$ cat src/design/liu_cfg_params.svh
`ifndef LIU_CFG_PARAMS_SVH
`define LIU_CFG_PARAMS_SVH

// ****************************************************************
// Register offsets and reset values
// ****************************************************************
`define OFS_CHAN0       8'h00
`define OFS_GLOBAL      8'h20
`define OFS_STATUS      8'h24
`define CHAN_RESET      18'h00000
`define GLB_RESET       2'h0
`define GLB_OVR_BIT     0
`define GLB_RATE_BIT    1

// ****************************************************************
// Clock selects and decode values
// ****************************************************************
`define CLKSEL_REF2048  3'h0
`define CLKSEL_REF1544  3'h1
`define IMP_OHM_00      8'h64
`define IMP_OHM_01      8'h6e
`define IMP_OHM_10      8'h4b
`define IMP_OHM_11      8'h78
`define RES_OHM_00      8'h00
`define RES_OHM_01      8'hf0
`define RES_OHM_10      8'hd2
`define RES_OHM_11      8'h96

// ****************************************************************
// Strap capture timing
// ****************************************************************
`define STRAP_TAKE      2'h2
`define STRAP_DONE      2'h3

`endif

$ cat src/design/liu_cfg_pkg.sv
package liu_cfg_pkg;

  typedef enum logic [2:0] {LB_NONE, LB_REMOTE, LB_ANALOG, LB_DIGITAL, LB_DUAL} loopback_t;

  typedef enum logic [1:0] {RATIO_UNITY, RATIO_UP, RATIO_DOWN, RATIO_NONE} ratio_t;

  typedef struct packed {
    loopback_t   loopback;
    logic        transmit_all_ones;
    logic        qrss_enable;
    logic        tx_termination_enable;
    logic        rx_termination_enable;
    logic [1:0]  jitter_attenuator_select;
    logic [4:0]  equalizer_shape_control;
    logic [1:0]  external_resistor_select;
    logic [1:0]  rx_impedance_select;
  } chan_cfg_t;

  typedef struct packed {
    chan_cfg_t   cfg;
    logic [7:0]  term_ohms;
    logic [7:0]  res_ohms;
  } eff_cfg_t;

endpackage

$ cat src/design/liu_mode_clock_termination_ctrl.sv
`timescale 1ns/100ps
`include "liu_cfg_params.svh"

// ****************************************************************
// Two-stage synchroniser
// ****************************************************************
module sync2 #(
  parameter int W = 1
) (
  input  wire logic         mclk,
  input  wire logic         arst_n,
  input  wire logic [W-1:0] d,
  output logic      [W-1:0] q
);
  logic [W-1:0] meta_q;

  always_ff @(posedge mclk or negedge arst_n)
  begin
    if (!arst_n)
    begin
      meta_q <= '0;
      q      <= '0;
    end
    else
    begin
      meta_q <= d;
      q      <= meta_q;
    end
  end
endmodule // sync2

// ****************************************************************
// Mode, clock and termination control
// ****************************************************************
module liu_mode_clock_termination_ctrl
  import liu_cfg_pkg::*;
(
  input  wire logic       mclk,
  input  wire logic       arst_n,
  input  wire logic [7:0] addr,
  input  wire logic [31:0] wdata,
  input  wire logic       wr,
  input  wire logic       rd,
  output logic [31:0]     rdata_q,
  input  wire logic       hw_mode_pin,
  input  wire chan_cfg_t  hw_cfg_pin,
  input  wire logic       master_rate_select,
  input  wire logic       clock_select_bit2,
  input  wire logic       clock_select_bit1,
  input  wire logic       clock_select_bit0,
  input  wire logic       rx_termination_enable,
  input  wire logic       e1_reference_clock_in,
  input  wire logic       t1_reference_clock_in,
  input  wire logic [7:0] rx_line_positive,
  input  wire logic [7:0] rx_line_negative,
  output logic            hw_mode_q,
  output eff_cfg_t        eff_q [8],
  output logic            master_e1_q,
  output ratio_t          synth_ratio_q,
  output logic            clk_ok_q,
  output logic            ref_clk_q,
  output logic [7:0]      rx_recovered_clock_q,
  output logic [7:0]      rx_positive_rail_data_q,
  output logic [7:0]      rx_negative_rail_data_q
);
  localparam int SW = 42;

  logic [SW-1:0] pins_s;
  logic          hw_pin_s;
  chan_cfg_t     hw_cfg_s;
  logic          rate_s;
  logic [2:0]    clksel_s;
  logic          tpin_s;
  logic          e1_s;
  logic          t1_s;
  logic [7:0]    pos_s;
  logic [7:0]    neg_s;
  logic [1:0]    strap_cnt_q;
  chan_cfg_t     chan_q [8];
  logic [1:0]    glb_q;
  logic          wr_chan;
  logic          rd_chan;
  logic [2:0]    idx;
  logic [31:0]   status;
  logic [31:0]   rd_val;
  logic          ovr;
  logic          is2048;
  logic          is1544;
  logic          clk_ok;
  logic          rate_e1;
  ratio_t        ratio_d;

  function automatic logic [7:0] imp_ohms(input logic [1:0] s);
    return s == 2'h0 ? `IMP_OHM_00 : s == 2'h1 ? `IMP_OHM_01 :
           s == 2'h2 ? `IMP_OHM_10 : `IMP_OHM_11;
  endfunction

  function automatic logic [7:0] res_ohms(input logic [1:0] s);
    return s == 2'h0 ? `RES_OHM_00 : s == 2'h1 ? `RES_OHM_01 :
           s == 2'h2 ? `RES_OHM_10 : `RES_OHM_11;
  endfunction

  // ****************************************************************
  // Pin synchronisation
  // ****************************************************************
  // References are sampled, not used as clocks: 20 MHz is ample for 2 MHz
  sync2 #(
    .W (SW)
  ) u_sync (
    .mclk   (mclk),
    .arst_n (arst_n),
    .d      ({hw_mode_pin, hw_cfg_pin, master_rate_select, clock_select_bit2,
              clock_select_bit1, clock_select_bit0, rx_termination_enable,
              e1_reference_clock_in, t1_reference_clock_in, rx_line_positive,
              rx_line_negative}),
    .q      (pins_s)
  );

  assign {hw_pin_s, hw_cfg_s, rate_s, clksel_s, tpin_s, e1_s, t1_s, pos_s, neg_s} = pins_s;

  // Mode strap is taken once after the synchroniser has filled
  always_ff @(posedge mclk or negedge arst_n)
  begin
    if (!arst_n)
    begin
      strap_cnt_q <= 2'h0;
      hw_mode_q   <= 1'b0;
    end
    else
    begin
      if (strap_cnt_q != `STRAP_DONE)
        strap_cnt_q <= strap_cnt_q + 2'h1;
      if (strap_cnt_q == `STRAP_TAKE)
        hw_mode_q <= hw_pin_s;
    end
  end

  // ****************************************************************
  // Register port
  // ****************************************************************
  assign idx     = addr[4:2];
  assign wr_chan = wr && (addr < `OFS_GLOBAL) && (addr[1:0] == 2'h0);
  assign rd_chan = (addr < `OFS_GLOBAL) && (addr[1:0] == 2'h0);
  assign status  = {26'h0, clk_ok_q, synth_ratio_q, master_e1_q, tpin_s, hw_mode_q};
  assign rd_val  = rd_chan ? {14'h0, chan_q[idx]} :
                   addr == `OFS_GLOBAL ? {30'h0, glb_q} :
                   addr == `OFS_STATUS ? status : 32'h0;

  // Host writes are kept in hardware mode; channel writes have no effect there, the global override bit still does
  always_ff @(posedge mclk or negedge arst_n)
  begin
    if (!arst_n)
    begin
      for (int i = 0; i < 8; i++)
        chan_q[i] <= chan_cfg_t'(`CHAN_RESET);
      glb_q   <= `GLB_RESET;
      rdata_q <= 32'h0;
    end
    else
    begin
      for (int i = 0; i < 8; i++)
        if (wr_chan && idx == 3'(i))
          chan_q[i] <= chan_cfg_t'(wdata[17:0]);
      if (wr && addr == `OFS_GLOBAL)
        glb_q <= wdata[1:0];
      rdata_q <= rd ? rd_val : 32'h0;
    end
  end

  // ****************************************************************
  // Master clock selection
  // ****************************************************************
  assign is2048  = clksel_s == `CLKSEL_REF2048;
  assign is1544  = clksel_s == `CLKSEL_REF1544;
  assign clk_ok  = is2048 || is1544;
  // One rate for all channels: global bit in host mode, pin in hardware
  assign rate_e1 = hw_mode_q ? !rate_s : !glb_q[`GLB_RATE_BIT];
  assign ratio_d = !clk_ok ? RATIO_NONE :
                   rate_e1 ? (is2048 ? RATIO_UNITY : RATIO_UP) :
                   (is2048 ? RATIO_DOWN : RATIO_UNITY);

  always_ff @(posedge mclk or negedge arst_n)
  begin
    if (!arst_n)
    begin
      master_e1_q   <= 1'b1;
      synth_ratio_q <= RATIO_UNITY;
      clk_ok_q      <= 1'b1;
      ref_clk_q     <= 1'b0;
    end
    else
    begin
      master_e1_q   <= rate_e1;
      synth_ratio_q <= ratio_d;
      clk_ok_q      <= clk_ok;
      // Each rate takes its own reference input
      ref_clk_q     <= clk_ok && (rate_e1 ? e1_s : t1_s);
    end
  end

  // ****************************************************************
  // Receivers
  // ****************************************************************
  // Both rails high is a line fault and yields no data bit
  always_ff @(posedge mclk or negedge arst_n)
  begin
    if (!arst_n)
    begin
      rx_recovered_clock_q    <= 8'h00;
      rx_positive_rail_data_q <= 8'h00;
      rx_negative_rail_data_q <= 8'h00;
    end
    else
    begin
      rx_recovered_clock_q    <= pos_s ^ neg_s;
      rx_positive_rail_data_q <= pos_s & ~neg_s;
      rx_negative_rail_data_q <= neg_s & ~pos_s;
    end
  end

  // ****************************************************************
  // Effective per-channel configuration
  // ****************************************************************
  assign ovr = glb_q[`GLB_OVR_BIT];

  for (genvar i = 0; i < 8; i++)
  begin : g_ch
    chan_cfg_t src;
    chan_cfg_t fix;
    eff_cfg_t  nxt;
    logic      lb_bad;

    // Hardware mode feeds every channel from the same strap set
    assign src    = hw_mode_q ? hw_cfg_s : chan_q[i];
    assign lb_bad = (src.loopback > LB_DUAL) || (hw_mode_q && src.loopback == LB_DUAL);

    always_comb
    begin
      fix             = src;
      fix.qrss_enable = src.qrss_enable && !hw_mode_q;
      fix.loopback    = lb_bad ? LB_NONE : src.loopback;
      fix.rx_termination_enable = ovr ? tpin_s : src.rx_termination_enable;
    end

    assign nxt = '{cfg: fix,
                   term_ohms: imp_ohms(fix.rx_impedance_select),
                   res_ohms: res_ohms(fix.external_resistor_select)};

    always_ff @(posedge mclk or negedge arst_n)
    begin
      if (!arst_n)
        eff_q[i] <= '0;
      else
        eff_q[i] <= nxt;
    end

  end
endmodule // liu_mode_clock_termination_ctrl

$ cat config.mk
export PLATFORM = sky130hd
export DESIGN_NAME = liu_mode_clock_termination_ctrl
export DESIGN_NICKNAME = d
export VERILOG_FILES = /design/src/design/liu_cfg_pkg.sv /design/src/design/liu_mode_clock_termination_ctrl.sv
export VERILOG_INCLUDE_DIRS = /design/src /design/src/design
export SDC_FILE = /design/constraint.sdc
export NUM_CORES = 1
export LEC_CHECK = 0
export ABC_AREA = 1
export BUFFER_PORTS_ARGS = -buffer_cell sky130_fd_sc_hd__buf_2
export CAP_MARGIN = 20
export CORE_MARGIN = 2
export CORE_UTILIZATION = 54
export DETAILED_ROUTE_END_ITERATION = 8
export GPL_ROUTABILITY_DRIVEN = 0
export PLACE_DENSITY = 0.79
export SLEW_MARGIN = 25
export SYNTH_ARGS = -nofsm -noshare
export SYNTH_HDL_FRONTEND = slang
export SYNTH_SLANG_ARGS = --single-unit
$ cat constraint.sdc
create_clock -name mclk -period 2.1 [get_ports mclk]
set_clock_uncertainty 0.2 [all_clocks]
set_input_delay 0.21 -clock mclk [delete_from_list [all_inputs] [get_ports mclk]]
set_output_delay 0.21 -clock mclk [all_outputs]
set_load 0.005 [all_outputs]
==> results of run 1 <==
-- power breakdown --
group	internal [mW]	switching, mW
combinational	0.678	1.08
clock	5.77	3.65
sequential	10.2	0.241
total	16.6	4.97
-- stage by stage --
stage / std cells / utilization, %
finish: 2707 / 68.6
global route: 2707 / 68.6
CTS: 2706 / 68.6
detailed placement: 2542 / 61.3
global placement: 2542 / 61.3
floorplan: 1793 / -
-- worst paths after layout --
kind | cells past startpoint | end
hold / removal | 8 | rdata_q[0]
max in group asynchronous | 3 | eff_q[30]
min in group asynchronous | 3 | eff_q[144]
setup / recovery | 10 | rdata_q[1]
hold reg to reg | 0 | u_sync.q[34]
setup reg to reg | 5 | eff_q[244]
-- cell type report --
class                      count  area (um2)
multi-input combinational    975        5010
tap                          455         569
timing repair buffer         493        3100
fill                        2414       10900
antenna                        1        2.50
clock inverter                20         315
sequential                   503       12600
inverter                     190         714
clock buffer                  70        1450
-- worst max-delay path, delay by kind of cell --
family	cells	cell delay [ns]
buffers and inverters	3	1.24
AND/OR/NAND/NOR	7	0.91
-- cell families after synthesis --
family / count (synthesis) / synth area share [%]
xor+xnor: 1 / 0.0460
fa+ha+maj: 74 / 4.86
compound gates: 284 / 7.98
simple gates: 576 / 12.5
other cells: 2 / 0.0394
flops: 503 / 66.1
buf+inv: 315 / 8.37
mux: 1 / 0.0526
-- state kept, by name, indices dropped and copies added (netlist names) --
register	count
chan_q	144
clk_ok_q	1
eff_q	225
glb_q	2
hw_mode_q	1
master_e1_q	1
rdata_q	18
ref_clk_q	1
rx_negative_rail_data_q	8
rx_positive_rail_data_q	8
rx_recovered_clock_q	8
strap_cnt_q	2
synth_ratio_q	2
u_sync.meta_q	41
u_sync.q	41
-- layout by cell type (no fill, tap or decap), types with 2 or more instances in the layout --
cell	count
sky130_fd_sc_hd__clkinv_4	2
sky130_fd_sc_hd__o211ai_1	5
sky130_fd_sc_hd__inv_1	186
sky130_fd_sc_hd__dlygate4sd3_1	72
sky130_fd_sc_hd__o21ai_2	15
sky130_fd_sc_hd__nand3_1	28
sky130_fd_sc_hd__or2_2	5
sky130_fd_sc_hd__a21oi_1	57
sky130_fd_sc_hd__clkbuf_1	7
sky130_fd_sc_hd__nor3b_1	2
sky130_fd_sc_hd__dfstp_2	2
sky130_fd_sc_hd__inv_6	2
sky130_fd_sc_hd__inv_2	3
sky130_fd_sc_hd__nand2_1	381
sky130_fd_sc_hd__buf_12	10
sky130_fd_sc_hd__dfrtp_1	500
sky130_fd_sc_hd__o21ai_1	105
sky130_fd_sc_hd__nor4_1	4
sky130_fd_sc_hd__clkbuf_8	14
sky130_fd_sc_hd__o21ai_0	77
sky130_fd_sc_hd__clkinv_2	9
sky130_fd_sc_hd__bufinv_16	8
sky130_fd_sc_hd__nor2_1	129
sky130_fd_sc_hd__nand3_4	6
sky130_fd_sc_hd__buf_4	44
sky130_fd_sc_hd__nand2_4	2
sky130_fd_sc_hd__nor3_1	11
sky130_fd_sc_hd__buf_2	365
sky130_fd_sc_hd__conb_1	39
sky130_fd_sc_hd__ha_1	74
sky130_fd_sc_hd__clkbuf_16	49
sky130_fd_sc_hd__o22ai_1	24
-- routing by layer --
layer	vias to the layer above	GRT usage (%)	share of wire, %
li1	6328	-	-
met1	6728	34.1	40
met2	636	45.0	49
met3	122	4.77	7.2
met4	0	11.4	3.8
met5	-	0	0
-- what timing repair did --
| action | in CTS | in global routing |
|---|---|---|
| hold buffers | 73 | 0 |
| resized for setup | 0 | 2 |
| setup buffers | 1 | 0 |
| hold endpoints to repair | 698 | 0 |
| endpoints found under the setup margin | 1 | 2 |
==> results.cfg, run 1 <==
[status]
run_status = complete, no violations

[floorplan]
initial_utilization_pct = 55.0
fp.dieH_um = 192
die_width_um = 192
placementRows = 68
num_io_pins = 420
core-area_um2 = 34600
fp.dieArea_um2 = 36800

[critical_path]
path_max_fanout = 5
path_cells = dlygate4sd3_1 -> buf_2 -> nor2_4 -> nand2_1 -> nor2_1 -> nand3_1 -> nand3_1 -> nand2_1 -> dlygate4sd3_1 -> nor2_1
critical_path.startpoint = addr[7]
worstPathArrival_ns = 2.34
worst_setup_path_start_kind = primary input
timing.setup.critical_path_class = primary input to flip-flop
cpPeakStageDelay_ns = 0.56
worst_ep_required_time_ns = 2.41
critPathCaptureType = flip-flop
regToRegSetupSlack_ns = 0.12
worstReg2RegStart = hw_mode_q
worst_path_max_delay_cell = sky130_fd_sc_hd__dlygate4sd3_1

[sta]
timing.final.crit_period_ns = 2.03
totalNegativeSetupSlack_ns = 0
final.period_utilization_pct = 96.5
maxSlewViolCount = 0
max-slew-margin-rel_pct = 51.0
post-route-worst-setup-slack_ns = 0.0731
worstMarginPinSlew_ns = 0.727
setup-violations-final = 0
grt_setup_unrepaired = false
timing.final.hold_violations = 0
fin_hold_ws_ns = 0.0305
achievable-frequency_mhz = 493

[synthesis]
synth_top_area_share_pct = 65.8
sequential_to_total_area_share_from_yosys_stat_pct = 66.1
synth.cells.most_frequent = sky130_fd_sc_hd__dfrtp_1, sky130_fd_sc_hd__nand2_1, sky130_fd_sc_hd__inv_1
cell_types_with_the_largest_area_share_after_synthesis = sky130_fd_sc_hd__dfrtp_1, sky130_fd_sc_hd__nand2_1, sky130_fd_sc_hd__ha_1, sky130_fd_sc_hd__inv_1, sky130_fd_sc_hd__o21ai_1
syn_area_um2 = 19000
share_of_synthesized_registers_carrying_an_async_set_or_reset_pct = 100
synthCells = 1756
yosys_register_bits = 503
number_of_enable_type_register_cells_in_the_synthesized_netlist = 0
most_frequently_used_cell_type_in_the_post_synthesis_netlist = sky130_fd_sc_hd__dfrtp_1
yosys.area.top_type = sky130_fd_sc_hd__dfrtp_1
count_of_warnings_emitted_by_yosys = 0
synth.lib_cells_used.distinct = 35
post_synth.cell_area_avg_um2 = 10.8
synth_flop_cell = sky130_fd_sc_hd__dfrtp_1

[clocking]
tritoncts.num_buffers = 49
cts.clk_slew.worst_paths_ns = 0.06
cts_tree = yes
tritoncts_num_sinks = 503
cts_htree_levels = 2
cts-root-to-sink-buffers = 3
clockRootBuffer = sky130_fd_sc_hd__clkbuf_16
insertion_delay_ns = 0.58

[place]
hpwl_um = 31300
pre_cts_ws_ns = 0.0724
placed_area_um2 = 21200
buffer_ports.inserted = 366

[drt]
route.detailed.wl_per_inst_um = 17.8
vias_per_cell = 5.10
first_iter_violations = 1019
detail-route-antenna-nets = 0
remaining_drc_errors = 0
num_vias = 13814
drt_pass1_iterations = 5
wirelength_um = 48200

[grt]
grt_usage_pct = 26.7
grt_start_max_net_pins = 80
grt-ovfl-total = 0
number_of_antenna_violations_at_the_first_check_in_global_routing = 1
first_global_vias = 14101
grt_pass1_wl_um = 75200

[power_and_ir_drop]
power_density_nw_per_um2 = 910
total_power_mw = 21.6
vdd_ir_drop_max_v = 0.000677
leakage_component_of_the_power_nw = 12.9

[cells_and_area]
area_growth_pct = 24.7
layout-drive-gt1-share_pct = 24.2
nNetsFinal = 2372
layout.cell_area.non_filler_um2 = 23700

[flow_run]
drv.max_cap_violation_count = 0

[min_path]
hold_class = primary input to flip-flop
min_from = addr[1]
(Power assumes the default switching activity.)
==> inputs of run 2 (changes only) <==
Settings changed: CORE_UTILIZATION 54 to 50, PLACE_DENSITY 0.79 to 0.74.
==> run 2 against run 1 <==
  * Final area up 0.22%
  * Sequential cell count unchanged
  * Critical path depth unchanged
  * Sequential power about the same
  * Critical path type unchanged
  * Combinational power about the same
  * Non-clock buffer count down 3
  * First-iteration DRC count down 6.8%
  * Maximum frequency up 3.3%
==> results.cfg, run 2 (synthesized netlist as in run 1, its figures left out) <==
[drt]
num_vias = 13552
remaining_drc_errors = 0
wirelength_um = 47600
detail-route-antenna-nets = 0
drt_pass1_iterations = 6
first_iter_violations = 950
vias_per_cell = 4.91
route.detailed.wl_per_inst_um = 17.3

[place]
buffer_ports.inserted = 366
hpwl_um = 31800

[grt]
grt_start_max_net_pins = 98
grt_pass1_wl_um = 73500
grt_util_met3_pct = 5.11
number_of_antenna_violations_at_the_first_check_in_global_routing = 1
grt_usage_pct = 24.2
grt-ovfl-total = 0
first_global_vias = 13586
grt.met1_usage_pct = 31.6
groute.layer.met2.usage_pct = 41.1
gr-max-usage-layer = met2

[clocking]
clockRootBuffer = sky130_fd_sc_hd__clkbuf_16
cts_tree = yes
tritoncts.num_buffers = 50
cts_htree_levels = 2
postCtsSetupRepairBufs = 0
insertion_delay_ns = 0.59
tritoncts_num_sinks = 503
cts-root-to-sink-buffers = 3
cts.clk_slew.worst_paths_ns = 0.06

[power_and_ir_drop]
netSwitchingFraction_pct = 23.0
power_density_nw_per_um2 = 910
clock_power_share_pct = 43.9
seq_power_share_pct = 48.1
vdd_ir_drop_max_v = 0.000691
p_int_mw = 16.7
leakage_component_of_the_power_nw = 12.8
switching_power_mw = 4.98
power_frac_comb_pct = 8.0

[sta]
maxSlewViolCount = 0
totalNegativeSetupSlack_ns = 0
setup-violations-final = 0
achievable-frequency_mhz = 510
timing.final.crit_period_ns = 1.96
timing.final.hold_violations = 0
max-slew-margin-rel_pct = 50.9
grt_setup_unrepaired = false
worstMarginPinSlew_ns = 0.729
final.period_utilization_pct = 93.4

[cells_and_area]
largest_registers_in_the_final_layout = eff_q: 225 flops, chan_q: 144 flops
num-fill-cells = 2947
regArea_um2 = 12600
area_occupied_by_multi_input_gates_um2 = 5010
area_growth_pct = 25.0
final_core_utilization_pct = 63.3
layout-drive-gt1-share_pct = 24.3
mostFrequentLayoutCell = sky130_fd_sc_hd__dfrtp_1
nNetsFinal = 2370
max_flop_register = eff_q
final_cell_mix = sky130_fd_sc_hd__dfrtp_1, sky130_fd_sc_hd__nand2_1, sky130_fd_sc_hd__buf_2
largest_reg_flops = 225

[floorplan]
placementRows = 71
initial_utilization_pct = 50.7
core-area_um2 = 37600
fp.dieArea_um2 = 39700
num_io_pins = 420
die_width_um = 199
fp.dieH_um = 199

[critical_path]
critPathCaptureType = flip-flop
worst_setup_path_start_kind = primary input
regToRegSetupSlack_ns = 0.14
path_max_fanout = 5
cpPeakStageDelay_ns = 0.57
worst_r2r_endpoint = eff_q[182]
ff2ff_path_depth = 6
worstPathArrival_ns = 2.28
path_cells = dlygate4sd3_1 -> buf_2 -> inv_1 -> nand2_1 -> nor2_2 -> nand3_1 -> nand3_1 -> nand2_1 -> dlygate4sd3_1 -> nor2_1
timing.critical_path.buf_inv = 4
worst_path_max_delay_cell = sky130_fd_sc_hd__dlygate4sd3_1
timing.setup.critical_path_class = primary input to flip-flop
worstReg2RegStart = hw_mode_q
worst-path-stages = 10
worst_ep_required_time_ns = 2.41
critical_path.startpoint = addr[1]
cp_delay_by_family_top = buffers and inverters

[flow_run]
drv.max_cap_violation_count = 0

[min_path]
holdPathStages = 7
hold_class = primary input to flip-flop
worstHoldEndpoint = rdata_q[0]
min_from = addr[3]

[status]
run_status = complete, no violations
-- run 2: cell count changes in the layout (fill, tap and decap cells not counted), sizes merged --
cell	change
inv	-1
buf	-3
clkbuf	+1
clkinvlp	+4
bufinv	-1
clkinv	-3
-- run 2: how the worst max path moves through the flow --
stage                       endpoint
after floorplan           eff_q[247]
after global routing      eff_q[148]
final                     rdata_q[1]
after CTS                   glb_q[0]
after detailed placement   eff_q[80]
after global placement    eff_q[111]
-- run 2: per-layer routing --
metal	up-vias	share of wire (%)
met5	-	0
met1	6611	41
met3	95	6.7
met2	521	50
met4	0	2.5
li1	6325	-
-- run 2: power by group through the flow --
stage          registers, mW  clock network, mW  logic [mW]
6_report                10.4               9.50        1.73
2_1_floorplan           10.6                  0       0.791
3_5_place_dp            10.6                  0        1.62
3_3_place_gp            10.6                  0        1.57
5_1_grt                 10.5               10.1        1.96
4_1_cts                 10.4               9.66        1.75
-- run 2: through the flow --
step                power, mW  hold WS, ns  setup WS [ns]  area [um2]  cells
CTS                      21.8      0.00125        0.00634       23800   2759
global placement         12.1       -0.109          0.204       21300   2597
floorplan                11.4       -0.286          0.244       19200   1793
finish                   21.7       0.0311          0.138       23800   2760
detailed placement       12.2       -0.108          0.133       21300   2597
global route             22.5       0.0479        0.00848       23800   2760
-- run 2: worst min-delay path, stage by stage --
cell and delay [ns]:
sky130_fd_sc_hd__buf_2 0.17, sky130_fd_sc_hd__inv_2 0.08, sky130_fd_sc_hd__nand2_1 0.07, sky130_fd_sc_hd__nand3_1 0.07
sky130_fd_sc_hd__nand2_1 0.06, sky130_fd_sc_hd__nor2_1 0.04, sky130_fd_sc_hd__nor2_1 0.09
-- run 2: area by class of cell --
cell class | instances | area share, %
Sequential cell | 503 | 52.9
Multi-Input combinational cell | 975 | 21.0
Timing Repair Buffer | 490 | 12.8
Clock buffer | 71 | 6.31
Inverter | 190 | 3.02
Tap cell | 511 | 2.69
Clock inverter | 19 | 1.20
Antenna cell | 1 | 0.0105
-- run 2: timing repair --
item	CTS	global route
endpoints found under the setup margin	0	4
resized for setup	0	3
hold buffers	72	0
endpoints found under the hold margin	703	0
==> inputs of run 3 (changes only) <==
Settings changed: ABC_AREA 1 to default, BUFFER_PORTS_ARGS -buffer_cell sky130_fd_sc_hd__buf_2 to default, DONT_BUFFER_PORTS from default to 1, PLACE_DENSITY 0.74 to default.
==> run 3 against run 2 <==
  * The run now ends with hold timing left
  * Cell count decreased by 30%
  * Final area decreased by 5.2%
  * Largest power group unchanged
  * Synthesized cell count decreased by 26%
  * Clock power decreased by 0.4%
  * Critical endpoint is now chan_q[68]
  * Combinational power decreased by 42%
  * Critical path depth decreased by 4
  * Clock-buffer cell count increased by 3
  * Sequential cell count unchanged
  * Critical path type unchanged
  * Setup slack got worse by 0.082 ns
==> results.cfg, run 3 <==
[status]
run_status = finished with violations
violated_checks = hold timing

[cells_and_area]
layout-drive-gt1-share_pct = 21.8
final_core_utilization_pct = 60.5
max_flop_register = eff_q
largest_registers_in_the_final_layout = eff_q: 225 flops, chan_q: 144 flops
area_growth_pct = 20.0
nNetsFinal = 1590
post_layout_nonfiller_instances = 1941
final_cell_mix = sky130_fd_sc_hd__dfrtp_1, sky130_fd_sc_hd__inv_1, sky130_fd_sc_hd__dlygate4sd3_1
largest_reg_flops = 225
num_antenna_cells = 0
mostFrequentLayoutCell = sky130_fd_sc_hd__dfrtp_1

[sta]
setup-violations-final = 0
grt_setup_unrepaired = false
totalNegativeSetupSlack_ns = 0
fin_hold_ws_ns = -0.872
max-slew-margin-rel_pct = 22.0
final.period_utilization_pct = 97.4
achievable-frequency_mhz = 489
worstMarginPinSlew_ns = 1.17
timing.final.crit_period_ns = 2.04
maxSlewViolCount = 0
timing.final.hold_violations = 503

[synthesis]
syn_area_um2 = 18800
number_of_enable_type_register_cells_in_the_synthesized_netlist = 0
cell_types_with_the_largest_area_share_after_synthesis = sky130_fd_sc_hd__dfrtp_1, sky130_fd_sc_hd__mux2_2, sky130_fd_sc_hd__ha_1, sky130_fd_sc_hd__mux4_2, sky130_fd_sc_hd__inv_1
count_of_warnings_emitted_by_yosys = 0
share_of_synthesized_registers_carrying_an_async_set_or_reset_pct = 100
synth.lib_cells_used.distinct = 38
yosys.area.top_type = sky130_fd_sc_hd__dfrtp_1
synth_flop_cell = sky130_fd_sc_hd__dfrtp_1
most_frequently_used_cell_type_in_the_post_synthesis_netlist = sky130_fd_sc_hd__dfrtp_1
synth_top_area_share_pct = 66.7
synthCells = 1292
yosys_register_bits = 503
synth.cells.most_frequent = sky130_fd_sc_hd__dfrtp_1, sky130_fd_sc_hd__inv_1, sky130_fd_sc_hd__mux2_2
post_synth.cell_area_avg_um2 = 14.6
sequential_to_total_area_share_from_yosys_stat_pct = 66.9

[grt]
grt_usage_pct = 22.8
grt_start_max_net_pins = 504
grt_pass1_wl_um = 65700
grt-ovfl-total = 0
first_global_vias = 10500
number_of_antenna_violations_at_the_first_check_in_global_routing = 3

[critical_path]
cpPeakStageDelay_ns = 0.63
worstReg2RegStart = chan_q[141]
worst_r2r_endpoint = rdata_q[15]
timing.setup.critical_path_class = primary input to flip-flop
regToRegSetupSlack_ns = 0.11
path_cells = dlygate4sd3_1 -> or4b_1 -> buf_4 -> nor2_4 -> buf_4 -> mux2_4
path_max_fanout = 5
worst_ep_required_time_ns = 2.36
worst_path_max_delay_cell = sky130_fd_sc_hd__dlygate4sd3_1
worstPathArrival_ns = 2.30
worst_setup_path_start_kind = primary input
ff2ff_path_depth = 4
critPathCaptureType = flip-flop
cpMostUsedCell = sky130_fd_sc_hd__buf_4

[floorplan]
placementRows = 71
num_io_pins = 420
die_width_um = 198
fp.dieArea_um2 = 39200
initial_utilization_pct = 50.4
fp.dieH_um = 198
core-area_um2 = 37300

[clocking]
cts_tree = yes
clockRootBuffer = sky130_fd_sc_hd__clkbuf_16
cts.hold.buffers_added = 121
cts.clk_slew.worst_paths_ns = 0.06
cts-root-to-sink-buffers = 3
tritoncts_num_sinks = 503
cts_htree_levels = 2
tritoncts.num_buffers = 51
insertion_delay_ns = 0.58

[drt]
first_iter_violations = 481
vias_per_cell = 5.17
detail-route-antenna-nets = 0
remaining_drc_errors = 0
route.detailed.wl_per_inst_um = 22.3
met2_length_um = 21200
drt_pass1_iterations = 4
wirelength_um = 43400
route.top_layer_used = met5
met3_wire_length_um = 2880
num_vias = 10026
met1_length_um = 18000

[place]
buffer_ports.inserted = 0
hpwl_um = 26700
placed_cells = 1730

[power_and_ir_drop]
total_power_mw = 21.0
leakage_component_of_the_power_nw = 11.0
power_density_nw_per_um2 = 932
vdd_ir_drop_max_v = 0.000629

[flow_run]
drv.max_cap_violation_count = 0

[min_path]
hold_class = primary input to asynchronous set/reset pin
-- run 3: cell types whose count changed after synthesis, moves of 15 or more --
| cell | change |
|---|---|
| sky130_fd_sc_hd__nand2_1 | -355 |
| sky130_fd_sc_hd__mux2_2 | +136 |
| sky130_fd_sc_hd__o21ai_1 | -105 |
| sky130_fd_sc_hd__nor2_1 | -102 |
| sky130_fd_sc_hd__mux4_2 | +36 |
| sky130_fd_sc_hd__inv_1 | -34 |
| sky130_fd_sc_hd__nand3_1 | -27 |
| sky130_fd_sc_hd__o22ai_1 | -24 |
| sky130_fd_sc_hd__buf_6 | -18 |
| sky130_fd_sc_hd__mux2i_1 | +17 |
| sky130_fd_sc_hd__a21o_1 | +16 |
| sky130_fd_sc_hd__buf_2 | -16 |
| sky130_fd_sc_hd__o21ai_2 | -15 |
-- run 3: worst max-delay path, delay by kind of cell --
kind                   cells  cell delay [ns]
buffers and inverters      3             1.03
muxes                      1             0.31
and+or+nand+nor            2             0.74
-- run 3: how the worst max path moves through the flow --
stage               startpoint          end  slack, ns  depth (start not counted)
global route         hw_mode_q   eff_q[250]      0.003                          5
detailed placement     addr[7]   chan_q[54]      -0.47                          6
global placement       addr[7]   chan_q[54]      -0.46                          6
finish                 addr[5]   chan_q[68]       0.06                          6
floorplan              addr[7]  chan_q[126]      -0.45                          6
CTS                  hw_mode_q    eff_q[46]       0.03                          5
-- run 3: per-layer routing --
metal	vias to the layer above	global-route usage [%]
met4	6	8.10
met3	70	6.15
li1	4427	-
met2	320	37.0
met5	-	0
met1	5203	29.6
-- run 3: where the power goes --
| part | switching, mW | internal (mW) |
|---|---|---|
| registers | 0.366 | 10.2 |
| clock network | 3.62 | 5.84 |
| logic | 0.489 | 0.525 |
| total | 4.47 | 16.6 |
-- run 3: cell type report --
| class | count | area, um2 |
|---|---|---|
| inverter | 154 | 578 |
| multi-input combinational | 565 | 5380 |
| sequential | 503 | 12600 |
| clock buffer | 74 | 1520 |
| clock inverter | 16 | 265 |
| tap | 474 | 593 |
| timing repair buffer | 155 | 1640 |
| fill | 2844 | 14800 |
-- run 3: kinds of logic (layout without fill, tap and decap cells) --
group           Yosys count  count (layout)  synth area share (%)
compound gates          152             152                  4.31
simple gates             99              99                  2.91
flops                   503             503                  66.9
mux                     200             200                  14.2
fa+ha+maj                74              74                  4.92
other cells               2              39                0.0399
xor+xnor                  1               1                0.0466
buf+inv                 261             399                  6.61
-- run 3: timing repair --
action | in CTS | in global routing
buffers inserted | 0 | 0
resized for setup | 0 | 8
setup endpoints to repair | 0 | 14
hold endpoints to repair | 708 | 503
-- run 3: stage by stage --
stage                     setup WS (ns)  area, um2
final                            0.0556      22600
after global routing            0.00297      22600
after CTS                        0.0306      22500
after detailed placement         -0.473      19500
after global placement           -0.460      19500
after floorplan                  -0.453      19200
